[config.mk]
export PLATFORM = sky130hd
export DESIGN_NAME = port2_port3_gpio
export DESIGN_NICKNAME = d
export VERILOG_FILES = /design/src/design/gpio_pkg.sv /design/src/design/gpio_pin_drv.sv /design/src/design/port2_port3_gpio.sv
export VERILOG_INCLUDE_DIRS = /design/src /design/src/design
export SDC_FILE = /design/constraint.sdc
export NUM_CORES = 1
export LEC_CHECK = 0
export BUFFER_PORTS_ARGS = -buffer_cell sky130_fd_sc_hd__buf_2
export CAP_MARGIN = 0
export CORE_MARGIN = 8
export CORE_UTILIZATION = 52
export DETAILED_ROUTE_END_ITERATION = 8
export GPL_ROUTABILITY_DRIVEN = 0
export PLACE_DENSITY = 0.83
export SKIP_CTS_REPAIR_TIMING = 1
export SYNTH_ARGS = -nofsm -noshare
export SYNTH_HDL_FRONTEND = slang
export SYNTH_SLANG_ARGS = --single-unit
[constraint.sdc]
create_clock -name clk -period 2.3 [get_ports clk]
set_clock_uncertainty 0.05 [all_clocks]
set_input_delay 0.345 -clock clk [delete_from_list [all_inputs] [get_ports clk]]
set_output_delay 0.345 -clock clk [all_outputs]
set_load 0.1 [all_outputs]
[src/design/gpio_defs.svh]
// register offsets, field positions, reset values for the port 2/3 block
// assumes inclusion by bare name from design files only
`ifndef GPIO_DEFS_SVH
`define GPIO_DEFS_SVH

`define P2_DATA_ADDR 16'hFFD5
`define P3_DATA_ADDR 16'hFFD6
`define P2_DIR_ADDR 16'hFFE5
`define P3_DIR_ADDR 16'hFFE6
`define P3_PULLUP_ADDR 16'hFFEE
`define P3_PIN_MODE_ADDR 16'hFFFD
`define AUX_PIN_MODE_ADDR 16'hFFFF

`define DATA_RESET 8'h00
`define DIR_RESET 8'h00
`define WO_READ_VALUE 8'hFF
`define AUX_RESET 8'hF8
`define AUX_RSVD_ONES 8'hF8
`define UNMAPPED_READ 8'h00

`define AUX_TXD_BIT 2
`define AUX_POF_BIT 0
`define P3_MODE_BITS 3

`define P2_SCK_BIT 0
`define P2_RXD_BIT 1
`define P2_TXD_BIT 2
`define P3_OD_BIT 2

`endif

[src/design/gpio_pkg.sv]
// types shared by the port 2/3 block and its testbench
// assumes gpio_defs.svh for numeric constants
package gpio_pkg;

  // gray coded along active -> subactive -> sleep -> subsleep -> watch
  typedef enum logic [2:0] {
    PM_ACTIVE    = 3'h0,
    PM_SUBACTIVE = 3'h1,
    PM_SLEEP     = 3'h3,
    PM_SUBSLEEP  = 3'h2,
    PM_WATCH     = 3'h6,
    PM_STANDBY   = 3'h7
  } power_mode_t;

endpackage

[src/design/gpio_pin_drv.sv]
// one registered pin driver: functional, held, or released
// assumes the caller decodes the power mode into hiz_en and func_en
`timescale 1ns/1ps
module gpio_pin_drv (
  // clock and reset
  input wire logic clk,
  input wire logic sys_rst,
  // mode
  input wire logic func_en,
  input wire logic hiz_en,
  // wanted drive
  input wire logic drive_val,
  input wire logic drive_en,
  input wire logic open_drain,
  // pad
  output logic pin_out,
  output logic pin_oe
);
  logic out_nxt;
  logic oe_nxt;

  always_comb begin
    out_nxt = pin_out;
    oe_nxt = pin_oe;
    if (hiz_en) begin
      oe_nxt = 1'b0;
    end else if (func_en) begin
      out_nxt = drive_val;
      // open drain only pulls low
      oe_nxt = drive_en && !(open_drain && drive_val);
    end
  end

  // neither hiz nor func: sleep-like modes keep the last drive
  always_ff @(posedge clk) begin
    if (sys_rst) begin
      pin_out <= 1'b0;
      pin_oe <= 1'b0;
    end else begin
      pin_out <= out_nxt;
      pin_oe <= oe_nxt;
    end
  end
endmodule

[src/design/port2_port3_gpio.sv]
// port 2 (8 pins) and port 3 data side (6 pins) general purpose i/o
// assumes a one-cycle register port and serial unit controls as inputs
//
// Summary of operation
// port 2 has eight pins, each usable as input or output
// direction bit 1 drives pin from data latch; 0 makes it input
// port 2 data read returns latch for output-direction bits
// port 2 data read returns live pin level for input-direction bits
// port 2 direction register is write-only and reads all ones
// direction and data act only while serial controls leave pin as gpio
// reset clears port 2 data and direction, all pins start as inputs
// pin 1 is serial receive input while receive enable is set
// pin 0: clock input, clock output, or gpio per clock selects and serial sync mode
// pins hi-z in reset/standby, hold in sleeps/watch, work when active
// port 3 has six gpio pins on data bits 5 down to 0
// port 3 data read: latch for outputs, pin level for inputs
// port 3 upper data bits read zero, ignore writes; reset clears
// auxiliary pin mode register resets to upper five ones, low three zero
// pin 2 is serial transmit output while aux mode bit 2 is set
// data writes always update the latch, even for input bits
`timescale 1ns/1ps
`include "gpio_defs.svh"
module port2_port3_gpio #(
  parameter int P2_PINS = 8,
  parameter int P3_PINS = 6
) (
  // clock and reset
  input wire logic clk,
  input wire logic sys_rst,
  // register port
  input wire logic [15:0] reg_addr,
  input wire logic [7:0] reg_wdata,
  input wire logic reg_wr,
  input wire logic reg_rd,
  output logic [7:0] reg_rdata,
  // operating mode
  input wire gpio_pkg::power_mode_t power_mode,
  // serial unit controls and data
  input wire logic serial_rx_enable,
  input wire logic clock_select_high,
  input wire logic clock_select_low,
  input wire logic serial_sync_mode,
  input wire logic serial_tx_data,
  input wire logic serial_clock_out,
  output logic serial_rx_data,
  output logic serial_clock_in,
  // port 2 pins
  input wire logic [P2_PINS-1:0] p2_pin_in,
  output logic [P2_PINS-1:0] p2_pin_out,
  output logic [P2_PINS-1:0] p2_pin_oe,
  // port 3 pins
  input wire logic [P3_PINS-1:0] p3_pin_in,
  output logic [P3_PINS-1:0] p3_pin_out,
  output logic [P3_PINS-1:0] p3_pin_oe,
  output logic [P3_PINS-1:0] p3_pullup_en,
  output logic [`P3_MODE_BITS-1:0] port3_pin_mode_sel
);
  import gpio_pkg::*;

  localparam int NP = P2_PINS + P3_PINS;
  // a literal cannot be bit-selected, so hold the reset image here
  localparam logic [7:0] AUX_INIT = `AUX_RESET;

  // register state
  logic [P2_PINS-1:0] port2_data_latch_r, port2_data_latch_nxt;
  logic [P2_PINS-1:0] port2_direction_ctrl_r, port2_direction_ctrl_nxt;
  logic [P3_PINS-1:0] port3_data_latch_r, port3_data_latch_nxt;
  logic [P3_PINS-1:0] port3_direction_ctrl_r, port3_direction_ctrl_nxt;
  logic [P3_PINS-1:0] port3_pullup_ctrl_r, port3_pullup_ctrl_nxt;
  logic [`P3_MODE_BITS-1:0] pin_mode_r, pin_mode_nxt;
  logic aux_txd_r, aux_txd_nxt;
  logic aux_pof_r, aux_pof_nxt;
  logic [7:0] rdata_r, rdata_nxt;
  logic rx_data_r, rx_data_nxt;
  logic clk_in_r, clk_in_nxt;
  logic [P3_PINS-1:0] pullup_r, pullup_nxt;

  // read views
  logic [7:0] p2_read_val;
  logic [7:0] p3_read_val;
  logic [7:0] aux_read_val;

  // pin drive wishes
  logic [P2_PINS-1:0] p2_want_out, p2_want_oe;
  logic [NP-1:0] want_out, want_oe, want_od;
  logic [NP-1:0] pin_out_all, pin_oe_all;
  logic func_en, hiz_en;

  // mode decode
  always_comb begin
    func_en = 1'b0;
    hiz_en = 1'b0;
    case (power_mode)
      PM_ACTIVE, PM_SUBACTIVE: func_en = 1'b1;
      PM_STANDBY: hiz_en = 1'b1;
      PM_SLEEP, PM_SUBSLEEP, PM_WATCH: func_en = 1'b0;
      // an undefined mode releases the pads rather than guess
      default: hiz_en = 1'b1;
    endcase
  end

  // read values built from latch or pad per direction bit
  always_comb begin
    p2_read_val = 8'((port2_data_latch_r & port2_direction_ctrl_r)
      | (p2_pin_in & ~port2_direction_ctrl_r));
    p3_read_val = 8'((port3_data_latch_r & port3_direction_ctrl_r)
      | (p3_pin_in & ~port3_direction_ctrl_r));
    aux_read_val = `AUX_RSVD_ONES;
    aux_read_val[`AUX_TXD_BIT] = aux_txd_r;
    aux_read_val[`AUX_POF_BIT] = aux_pof_r;
  end

  // register next values
  always_comb begin
    port2_data_latch_nxt = port2_data_latch_r;
    port2_direction_ctrl_nxt = port2_direction_ctrl_r;
    port3_data_latch_nxt = port3_data_latch_r;
    port3_direction_ctrl_nxt = port3_direction_ctrl_r;
    port3_pullup_ctrl_nxt = port3_pullup_ctrl_r;
    pin_mode_nxt = pin_mode_r;
    aux_txd_nxt = aux_txd_r;
    aux_pof_nxt = aux_pof_r;
    rdata_nxt = `UNMAPPED_READ;
    if (reg_wr) begin
      case (reg_addr)
        // latch takes the write whatever the direction
        `P2_DATA_ADDR: port2_data_latch_nxt = reg_wdata[P2_PINS-1:0];
        `P2_DIR_ADDR: port2_direction_ctrl_nxt = reg_wdata[P2_PINS-1:0];
        // upper bits have no storage, so writes vanish
        `P3_DATA_ADDR: port3_data_latch_nxt = reg_wdata[P3_PINS-1:0];
        `P3_DIR_ADDR: port3_direction_ctrl_nxt = reg_wdata[P3_PINS-1:0];
        `P3_PULLUP_ADDR: port3_pullup_ctrl_nxt = reg_wdata[P3_PINS-1:0];
        `P3_PIN_MODE_ADDR: pin_mode_nxt = reg_wdata[`P3_MODE_BITS-1:0];
        `AUX_PIN_MODE_ADDR: begin
          aux_txd_nxt = reg_wdata[`AUX_TXD_BIT];
          aux_pof_nxt = reg_wdata[`AUX_POF_BIT];
        end
        default: port2_data_latch_nxt = port2_data_latch_r;
      endcase
    end
    if (reg_rd) begin
      case (reg_addr)
        `P2_DATA_ADDR: rdata_nxt = p2_read_val;
        `P2_DIR_ADDR: rdata_nxt = `WO_READ_VALUE;
        `P3_DATA_ADDR: rdata_nxt = p3_read_val;
        `P3_DIR_ADDR: rdata_nxt = `WO_READ_VALUE;
        `P3_PULLUP_ADDR: rdata_nxt = 8'(port3_pullup_ctrl_r);
        `P3_PIN_MODE_ADDR: rdata_nxt = 8'(pin_mode_r);
        `AUX_PIN_MODE_ADDR: rdata_nxt = aux_read_val;
        default: rdata_nxt = `UNMAPPED_READ;
      endcase
    end
  end

  // serial side data and pull-up enables
  always_comb begin
    // receive line idles high when not routed
    rx_data_nxt = serial_rx_enable ? p2_pin_in[`P2_RXD_BIT] : 1'b1;
    clk_in_nxt = clock_select_high ? p2_pin_in[`P2_SCK_BIT] : 1'b0;
    // pull-up only on input-direction pins
    pullup_nxt = port3_pullup_ctrl_r & ~port3_direction_ctrl_r;
  end

  always_ff @(posedge clk) begin
    if (sys_rst) begin
      port2_data_latch_r <= P2_PINS'(`DATA_RESET);
      port2_direction_ctrl_r <= P2_PINS'(`DIR_RESET);
      port3_data_latch_r <= P3_PINS'(`DATA_RESET);
      port3_direction_ctrl_r <= P3_PINS'(`DIR_RESET);
      port3_pullup_ctrl_r <= P3_PINS'(`DATA_RESET);
      pin_mode_r <= `P3_MODE_BITS'(`DATA_RESET);
      aux_txd_r <= AUX_INIT[`AUX_TXD_BIT];
      aux_pof_r <= AUX_INIT[`AUX_POF_BIT];
      rdata_r <= `UNMAPPED_READ;
      rx_data_r <= 1'b1;
      clk_in_r <= 1'b0;
      pullup_r <= P3_PINS'(`DATA_RESET);
    end else begin
      port2_data_latch_r <= port2_data_latch_nxt;
      port2_direction_ctrl_r <= port2_direction_ctrl_nxt;
      port3_data_latch_r <= port3_data_latch_nxt;
      port3_direction_ctrl_r <= port3_direction_ctrl_nxt;
      port3_pullup_ctrl_r <= port3_pullup_ctrl_nxt;
      pin_mode_r <= pin_mode_nxt;
      aux_txd_r <= aux_txd_nxt;
      aux_pof_r <= aux_pof_nxt;
      rdata_r <= rdata_nxt;
      rx_data_r <= rx_data_nxt;
      clk_in_r <= clk_in_nxt;
      pullup_r <= pullup_nxt;
    end
  end

  // port 2 pin function selection
  always_comb begin
    p2_want_out = port2_data_latch_r;
    p2_want_oe = port2_direction_ctrl_r;
    if (aux_txd_r) begin
      p2_want_out[`P2_TXD_BIT] = serial_tx_data;
      p2_want_oe[`P2_TXD_BIT] = 1'b1;
    end
    if (serial_rx_enable) begin
      p2_want_oe[`P2_RXD_BIT] = 1'b0;
    end
    if (clock_select_high) begin
      p2_want_oe[`P2_SCK_BIT] = 1'b0;
    end else if (clock_select_low || serial_sync_mode) begin
      p2_want_out[`P2_SCK_BIT] = serial_clock_out;
      p2_want_oe[`P2_SCK_BIT] = 1'b1;
    end
    want_out = {port3_data_latch_r, p2_want_out};
    want_oe = {port3_direction_ctrl_r, p2_want_oe};
    want_od = '0;
    want_od[P2_PINS + `P3_OD_BIT] = aux_pof_r;
  end

  // one registered driver per pad, port 2 first then port 3
  genvar gi;
  generate
    for (gi = 0; gi < NP; gi++) begin : g_pin
      gpio_pin_drv u_drv (
        .clk(clk),
        .sys_rst(sys_rst),
        .func_en(func_en),
        .hiz_en(hiz_en),
        .drive_val(want_out[gi]),
        .drive_en(want_oe[gi]),
        .open_drain(want_od[gi]),
        .pin_out(pin_out_all[gi]),
        .pin_oe(pin_oe_all[gi])
      );
    end
  endgenerate

  assign p2_pin_out = pin_out_all[P2_PINS-1:0];
  assign p2_pin_oe = pin_oe_all[P2_PINS-1:0];
  assign p3_pin_out = pin_out_all[NP-1:P2_PINS];
  assign p3_pin_oe = pin_oe_all[NP-1:P2_PINS];
  assign p3_pullup_en = pullup_r;
  assign port3_pin_mode_sel = pin_mode_r;
  assign reg_rdata = rdata_r;
  assign serial_rx_data = rx_data_r;
  assign serial_clock_in = clk_in_r;
endmodule

# Word level (Yosys, flattened, before mapping)
# Cells that the tools add are included.
# word_totals
register_bits	83
in_bits	51
out_inout_bits	47
wordCells	94
# op_classes
n_eq_ne	11
muxes	9
bitwise_logic	14
reduce_logical	20
# op_table
op	count
$eq 16x16->1 const B	7
$pmux 8 s6	1
$and 8x8->8	2
$reduce_and 2->1	8
$and 6x6->6	2
$reduce_or 2->1	6
$and 6x8->8	1
$mux 1	8
$not 6->8	1
$not 8->8	1
$or 6x8->8	1
$or 8x8->8	1
$eq 3x2->1 const B	2
$not 6->6	1
$reduce_or 5->1	1
$not 1->1	4
$eq 3x1->1 const B	1
$eq 3x3->1 const B	1
$logic_not 3->1	1
$logic_and 1x1->1	2
$logic_not 1->1	1
$logic_or 1x1->1	1

# Longest topological paths before layout
# Gate-level depths: netlist (run 1).
# logic_depth
depth_word	4
depth_mapped	7
mapped_depth_nobuf	5

# Hierarchy
# Synthesis (run 1) repeated with hierarchy kept, for this count alone.
# hier_totals
hier_cells	390
area_unflattened_um2	3833.7
# modules_own_cells
mod	n_inst	cells_each	area_per_inst_um2	seq_area_each_um2
port2_port3_gpio	1	264	2590.0	1101.1
gpio_pin_drv	14	9	88.8	40.0

# Worst setup path before layout (run 1)
# OpenSTA, ideal clock, no wires.
# synth_timing
kind	input-to-reg
startpoint	in reg_addr[11]
endpoint	reg port3_direction_ctrl_r[0]
setup_ns	0.128
arrival_time_ns	1.660
t_required_ns	2.122
setup_slack_ns	0.462
cell_stages	5
n_path_buf	0
path_cell_list	nand4_1 -> or4_4 -> nor3b_4 -> mux2i_1 -> nor2_1
# synth_between
elab_chain_cells	2
# synth_rtl
item	line	text
start, declared	port2_port3_gpio.sv:31	input wire logic [15:0] reg_addr,
$eq 16x16->1	port2_port3_gpio.sv:125	case (reg_addr)
$reduce_and 2->1 (no source line)	-	
end signal, assigned	port2_port3_gpio.sv:169	port3_direction_ctrl_r <= P3_PINS'(`DIR_RESET);
end signal, assigned	port2_port3_gpio.sv:182	port3_direction_ctrl_r <= port3_direction_ctrl_nxt;
end, declared	port2_port3_gpio.sv:68	logic [P3_PINS-1:0] port3_direction_ctrl_r, port3_direction_ctrl_nxt;
# No other way between the ends.
# A chain may end at the register's enable or synchronous reset.

# Worst setup path in the final report (run 1)
# layout_timing
startpoint	in reg_addr[11]
endpoint	reg port3_direction_ctrl_r[4]
# Same word-level chain as after synthesis.

==> reports/qor.yml, run 1 <==
status: "complete, no violations"
area_delta_synth_final_pct: 16.0
ys_seq_elements: 83
power.leakage_nw: 1.57
grt_use_total_pct: 19.5
slowest_stage: "or4_4"
min_path_type: "input pin to flop"
postSynthCellCount: 420
drive_gt1_share_pct: 29.5
wl_per_cell_um: 16.5
relSlewSlack_pct: 48.1
worst-path-stages: 6
syn-cell-area_mm2: 0.00358
dp.cells: 556
cts_buffers: 9
met1_usage_pct: 24.4
use_met3_pct: 5.21
path_buf_inv: 1
final_util_pct: 61.8
grt_pass1_vias: 3163
overflow: 0
cts_sinks: 83
grt_busiest_layer: "met2"
r2r-start: "port2_direction_ctrl_r[2]"
start_util_pct: 53.3
ioPinCount: 98
syn_nets: 471
rsz0062_at_grt: "false"
antenna_found_initial: 1
switching_share_pct: 25.3
finalMaxSlewViolations: 0
synth_top_cells_by_area: "dfxtp_1, nand2_1, a21oi_1"
remaining_drc_errors: 0
firstDrtPassIters: 5
yosysTopAreaCellShare_pct: 46.4
fin_crit_sh_pct: 76.5
final.setup.tns_ns: 0
path_max_fanout: 6
holdPathEnd: "serial_rx_data"
cp.required_ns: 2.49
finalSetupViolations: 0
comb_power_share_pct: 7.2
synthArstFlopShare_pct: 0
fmax_ghz: 0.568
clk_path_buf_depth: 2
cts_tree: "yes"
p_seq_share_pct: 52.7
core_region_area_mm2: 0.00672
yosysSeqAreaShare_pct: 46.4
fin_nets: 538
synth-edff-count: 0
avgSynthCellArea_um2: 8.52
cts_max_level: 3
hold_ws_ns: 0.0986
routed_wl_mm: 9.43
critPathLaunchType: "input pin"
total_power_mw: 2.74
switching_power_mw: 0.691
cts.clk_slew.worst_paths_ns: 0.08
grt_util_met2_pct: 30.0
hold_viol: 0
clk_latency_ns: 0.36
die_x_um: 99.0
die_area_mm2: 0.00979
criticalPathCategory: "input pin to flop"
yosys_warnings: 0
power.internal_mw: 2.04
critPathArrivalTime_ns: 1.95
drtIter0Drc: 236
slowest_delay_ns: 0.58
root_buffer: "clkbuf_8"
vias_per_cell: 5.63
grt_start_max_net_pins: 49
path_delay_family: "simple AND/OR/NAND/NOR gates"
via_count: 3219
io_buffers: 97
fin_crit_ns: 1.76
detail-route-antenna-nets: 0
worstRegToRegCells: 3
fin_cells: 572
yosysTopAreaCell: "dfxtp_1"
powerDensity_mw_per_mm2: 659
critical_path.cell_chain: "buf_2, nand4_1, or4_4, nor3b_4, mux2i_1, nor2_1"
clockPowerShare_pct: 40.1
holdPathStages: 2
synthFlopType: "dfxtp_1"
ys_top_cells_by_count: "nand2_1, dfxtp_1, a21oi_1"
critical_path.endpoint_type: "flop"
ys_types: 40
min_from: "serial_rx_enable"
r2r-end: "reg_rdata[2]"
r2r_slack_ns: 0.93
cap_violations: 0
ir_worst_vdd_uv: 303
die_y_um: 99.0
rows: 30
antenna_cells: 0
synth_most_common_cell: "nand2_1"
tightestPinTransition_ns: 0.770
grt_pass1_wl_mm: 15.4
dp_hpwl_mm: 6.94
power by group through the flow:
stage / registers [mW] / logic, mW / clock network, mW
floorplan: 1.49 / 0.104 / 0
global placement: 1.48 / 0.191 / 0
detailed placement: 1.48 / 0.194 / 0
CTS: 1.44 / 0.195 / 1.11
global route: 1.44 / 0.210 / 1.16
finish: 1.44 / 0.197 / 1.10
state kept, by name, summed over array words and instances (netlist names):
register / count
port3_pullup_ctrl_r: 6
serial_rx_data: 1
aux_pof_r: 1
reg_rdata: 8
port2_direction_ctrl_r: 8
port3_pin_mode_sel: 3
port2_data_latch_r: 8
g_pin.u_drv.pin_oe: 14
g_pin.u_drv.pin_out: 14
aux_txd_r: 1
serial_clock_in: 1
port3_direction_ctrl_r: 6
p3_pullup_en: 6
port3_data_latch_r: 6
worst max-delay path by stage:
stage / endpoint / slack (ns) / start
after detailed placement: port3_direction_ctrl_r[4] / 0.20 / reg_addr[11]
after global routing: port3_direction_ctrl_r[3] / 0.44 / reg_addr[10]
final: port3_direction_ctrl_r[4] / 0.54 / reg_addr[11]
after CTS: port3_direction_ctrl_r[4] / 0.57 / reg_addr[11]
after global placement: port3_direction_ctrl_r[3] / 0.24 / reg_addr[11]
after floorplan: port3_direction_ctrl_r[0] / 0.46 / reg_addr[11]
cells in the final DEF (no fill, tap or decap), types with 3 or more instances in the layout:
master / n
a21oi_1: 57
a221oi_1: 3
a41oi_1: 3
buf_2: 97
buf_4: 8
clkbuf_8: 10
dfxtp_1: 83
mux2_2: 14
mux2i_1: 15
nand2_1: 89
nand3_1: 30
nand4_1: 4
nor2_1: 25
nor2b_1: 3
nor3_1: 3
nor3b_1: 7
o21ai_0: 5
through the flow:
step	setup slack (ns)	cell area (um2)
floorplan	0.462	3580
global placement	0.244	3940
detailed placement	0.200	3940
CTS	0.566	4150
global route	0.440	4150
finish	0.540	4150
cell families (layout without fill, tap and decap cells):
kind of cell,Yosys count,count (layout),synth area share (%)
simple gates,182,182,24.7
compound gates,76,76,12.0
mux,29,29,8.60
flops,83,83,46.4
buf+inv,50,122,8.32
layer usage:
layer / wire length, um / vias up
met4: 183 / 2
met5: 16 / -
li1: - / 1567
met2: 4350 / 145
met3: 785 / 18
met1: 4090 / 1487
worst register-to-register path, stage by stage, from the launching register on:
cell and delay (ns):
dfxtp_1 0.38, mux2_2 0.35, a222oi_1 0.28, a41oi_1 0.17
area by class of cell:
type,count,area (um2)
inverter,1,3.75
sequential,83,1660
tap,80,100
clock buffer,10,138
clock inverter,6,73.8
timing repair buffer,105,546
multi-input combinational,287,1630
fill,565,2570
Power figures use the tool's default switching activity.
==> run 2, diff against run 1 <==
--- a/config.mk
+++ b/config.mk
@@ -9,10 +9,10 @@
 export BUFFER_PORTS_ARGS = -buffer_cell sky130_fd_sc_hd__buf_2
 export CAP_MARGIN = 0
 export CORE_MARGIN = 8
-export CORE_UTILIZATION = 52
+export CORE_UTILIZATION = 47
 export DETAILED_ROUTE_END_ITERATION = 8
 export GPL_ROUTABILITY_DRIVEN = 0
-export PLACE_DENSITY = 0.83
+export PLACE_DENSITY = 0.8
 export SKIP_CTS_REPAIR_TIMING = 1
 export SYNTH_ARGS = -nofsm -noshare
 export SYNTH_HDL_FRONTEND = slang
==> constraint.sdc (replaced) <==
create_clock -name clk -period 1.4 [get_ports clk]
set_clock_uncertainty 0.05 [all_clocks]
set_input_delay 0.21 -clock clk [delete_from_list [all_inputs] [get_ports clk]]
set_output_delay 0.21 -clock clk [all_outputs]
set_load 0.1 [all_outputs]
==> reports/qor.yml, run 2 (synthesized netlist as in run 1, its figures left out) <==
final_cell_mix: "nand2_1, dfxtp_1, a21oi_1"
power.leakage_nw: 1.80  # +14%
min_from: "p2_pin_in[1]"
rows: 32  # +6.7%
wl_per_cell_um: 15.9  # -3.4%
io_buffers: 97  # unchanged
vias_per_cell: 5.36  # -4.7%
drtIter0Drc: 288  # +22%
fmax_ghz: 0.696
area_delta_synth_final_pct: 33.3
finalMaxSlewViolations: 0  # unchanged
die_area_mm2: 0.0107  # +8.9%
start_util_pct: 47.3  # -6.0 points
firstDrtPassIters: 6  # +1
fin_crit_ns: 1.44
antenna_cells: 0  # unchanged
r2r_slack_ns: -0.04  # -0.97 ns
dp.cells: 610  # +9.7%
cts_tree: "yes"
worstRegToRegCells: 3  # unchanged
cts.clk_slew.worst_paths_ns: 0.08  # about the same
tightestPinTransition_ns: 0.490  # -0.280 ns
worst_slack_ns: -0.0372  # -0.577 ns
cp-endpoint: "reg_rdata[2]"
regArea_mm2: 0.00167  # +0.30%
r2r-start: "port2_direction_ctrl_r[2]"
routed_wl_mm: 10.0  # +6.2%
critical_path.endpoint_type: "flop"
pre_cts_ws_ns: -0.386  # -0.587 ns
grt_start_max_net_pins: 44  # -10%
min_path_type: "input pin to flop"
grt_pass1_vias: 3351  # +5.9%
switching_power_mw: 1.10  # +59%
layout_commonest_cell: "nand2_1"
powerDensity_mw_per_mm2: 943  # +43%
status: "finished, violations left"
final_util_pct: 63.0  # +1.3 points
ir_worst_vdd_uv: 438  # +44%
relSlewSlack_pct: 67.5  # +19 points
hold_viol: 0  # unchanged
via_count: 3373  # +4.8%
clockPowerShare_pct: 38.5  # -1.6 points
cts_sinks: 83  # unchanged
switching_share_pct: 24.4  # -0.89 points
cap_violations: 0  # unchanged
r2r-end: "reg_rdata[2]"
p_seq_share_pct: 52.6  # about the same
setup.worst_path.start: "port2_direction_ctrl_r[2]"
clk_path_buf_depth: 2  # unchanged
ioPinCount: 98  # unchanged
cts_max_level: 3  # unchanged
detail-route-antenna-nets: 0  # unchanged
comb_power_share_pct: 8.8  # +1.6 points
multi_input_area_mm2: 0.00172  # +5.7%
remaining_drc_errors: 0  # unchanged
final_design_area_no_fill_mm2: 0.00477  # +15%
reg_top3: "g_pin.u_drv.pin_oe x14, g_pin.u_drv.pin_out x14"
finalSetupViolations: 6  # +6
grt_use_total_pct: 19.1  # -0.44 points
fin_cells: 629  # +10%
power.internal_mw: 3.40  # +66%
hold_ws_ns: 0.0318  # -0.0668 ns
fin_crit_sh_pct: 103
grt_pass1_wl_mm: 15.9  # +3.2%
path_max_fanout: 3  # -3
antenna_found_initial: 0  # -1
root_buffer: "clkbuf_8"
overflow: 0  # unchanged
critPathLaunchType: "flop"
rsz0062_at_grt: "true"
core_region_area_mm2: 0.00757  # +13%
criticalPathCategory: "flop to flop"
violations: "setup timing"
postPlaceCellArea_mm2: 0.00436  # +11%
critPathArrivalTime_ns: 1.58  # -0.37 ns
clk_latency_ns: 0.35  # about the same
dp_hpwl_mm: 7.54  # +8.6%
die_y_um: 103  # +4.3%
fin_nets: 573  # +6.5%
cp.required_ns: 1.55  # -0.94 ns
fillers: 632  # +12%
drive_gt1_share_pct: 37.4  # +7.9 points
cts_buffers: 9  # unchanged
die_x_um: 103  # +4.3%
-- run 2: changes by cell type in the layout (fill, tap and decap cells not counted), sizes merged --
| cell | previous run | this run |
|---|---|---|
| inv | 2 | 1 |
| clkbuf | 10 | 47 |
| buf | 105 | 103 |
| dlygate4sd3 | 0 | 1 |
-- run 2: per-stage QoR --
stage | TNS [ns] | power (mW)
2_1_floorplan | -8.72 | 2.62
3_3_place_gp | -11.60 | 2.79
3_5_place_dp | -13.12 | 2.79
4_1_cts | -0.0548 | 4.51
5_1_grt | -0.349 | 4.66
6_report | -0.0952 | 4.50
-- run 2: how the worst min path moves through the flow --
| stage | endpoint | slack [ns] | depth (start not counted) |
|---|---|---|---|
| finish | serial_rx_data | 0.03 | 3 |
| detailed placement | serial_rx_data | 0.34 | 2 |
| global placement | serial_rx_data | 0.34 | 2 |
| global route | serial_rx_data | 0.04 | 3 |
| CTS | serial_rx_data | -0.04 | 2 |
| floorplan | serial_rx_data | 0.22 | 1 |
-- run 2: worst max-delay path, stage by stage (launching register included) --
cell and delay (ns):
dfxtp_2 0.35, mux2_2 0.35, a222oi_1 0.33, a41oi_1 0.21
-- run 2: power groups by stage --
stage	sequential [mW]	clock, mW	combinational, mW
after global placement	2.42	0	0.365
after detailed placement	2.42	0	0.370
after global routing	2.37	1.86	0.425
after CTS	2.37	1.77	0.371
after floorplan	2.44	0	0.175
final	2.37	1.73	0.398
-- run 2: cell type report --
class / count / share of cell area (%)
multi-input combinational: 287 / 36.1
sequential: 83 / 34.9
timing repair buffer: 140 / 22.0
clock buffer: 11 / 2.96
tap: 102 / 2.68
clock inverter: 5 / 1.31
inverter: 1 / 0.0787
-- run 2: metal layers --
metal	global-route usage [%]	up-vias	share of wire [%]	wire, um
li1	-	1629	-	-
met1	23.0	1576	41	4150
met2	30.8	152	48	4810
met3	6.49	16	9.1	911
met4	7.01	0	1.4	137
met5	0	-	0	0
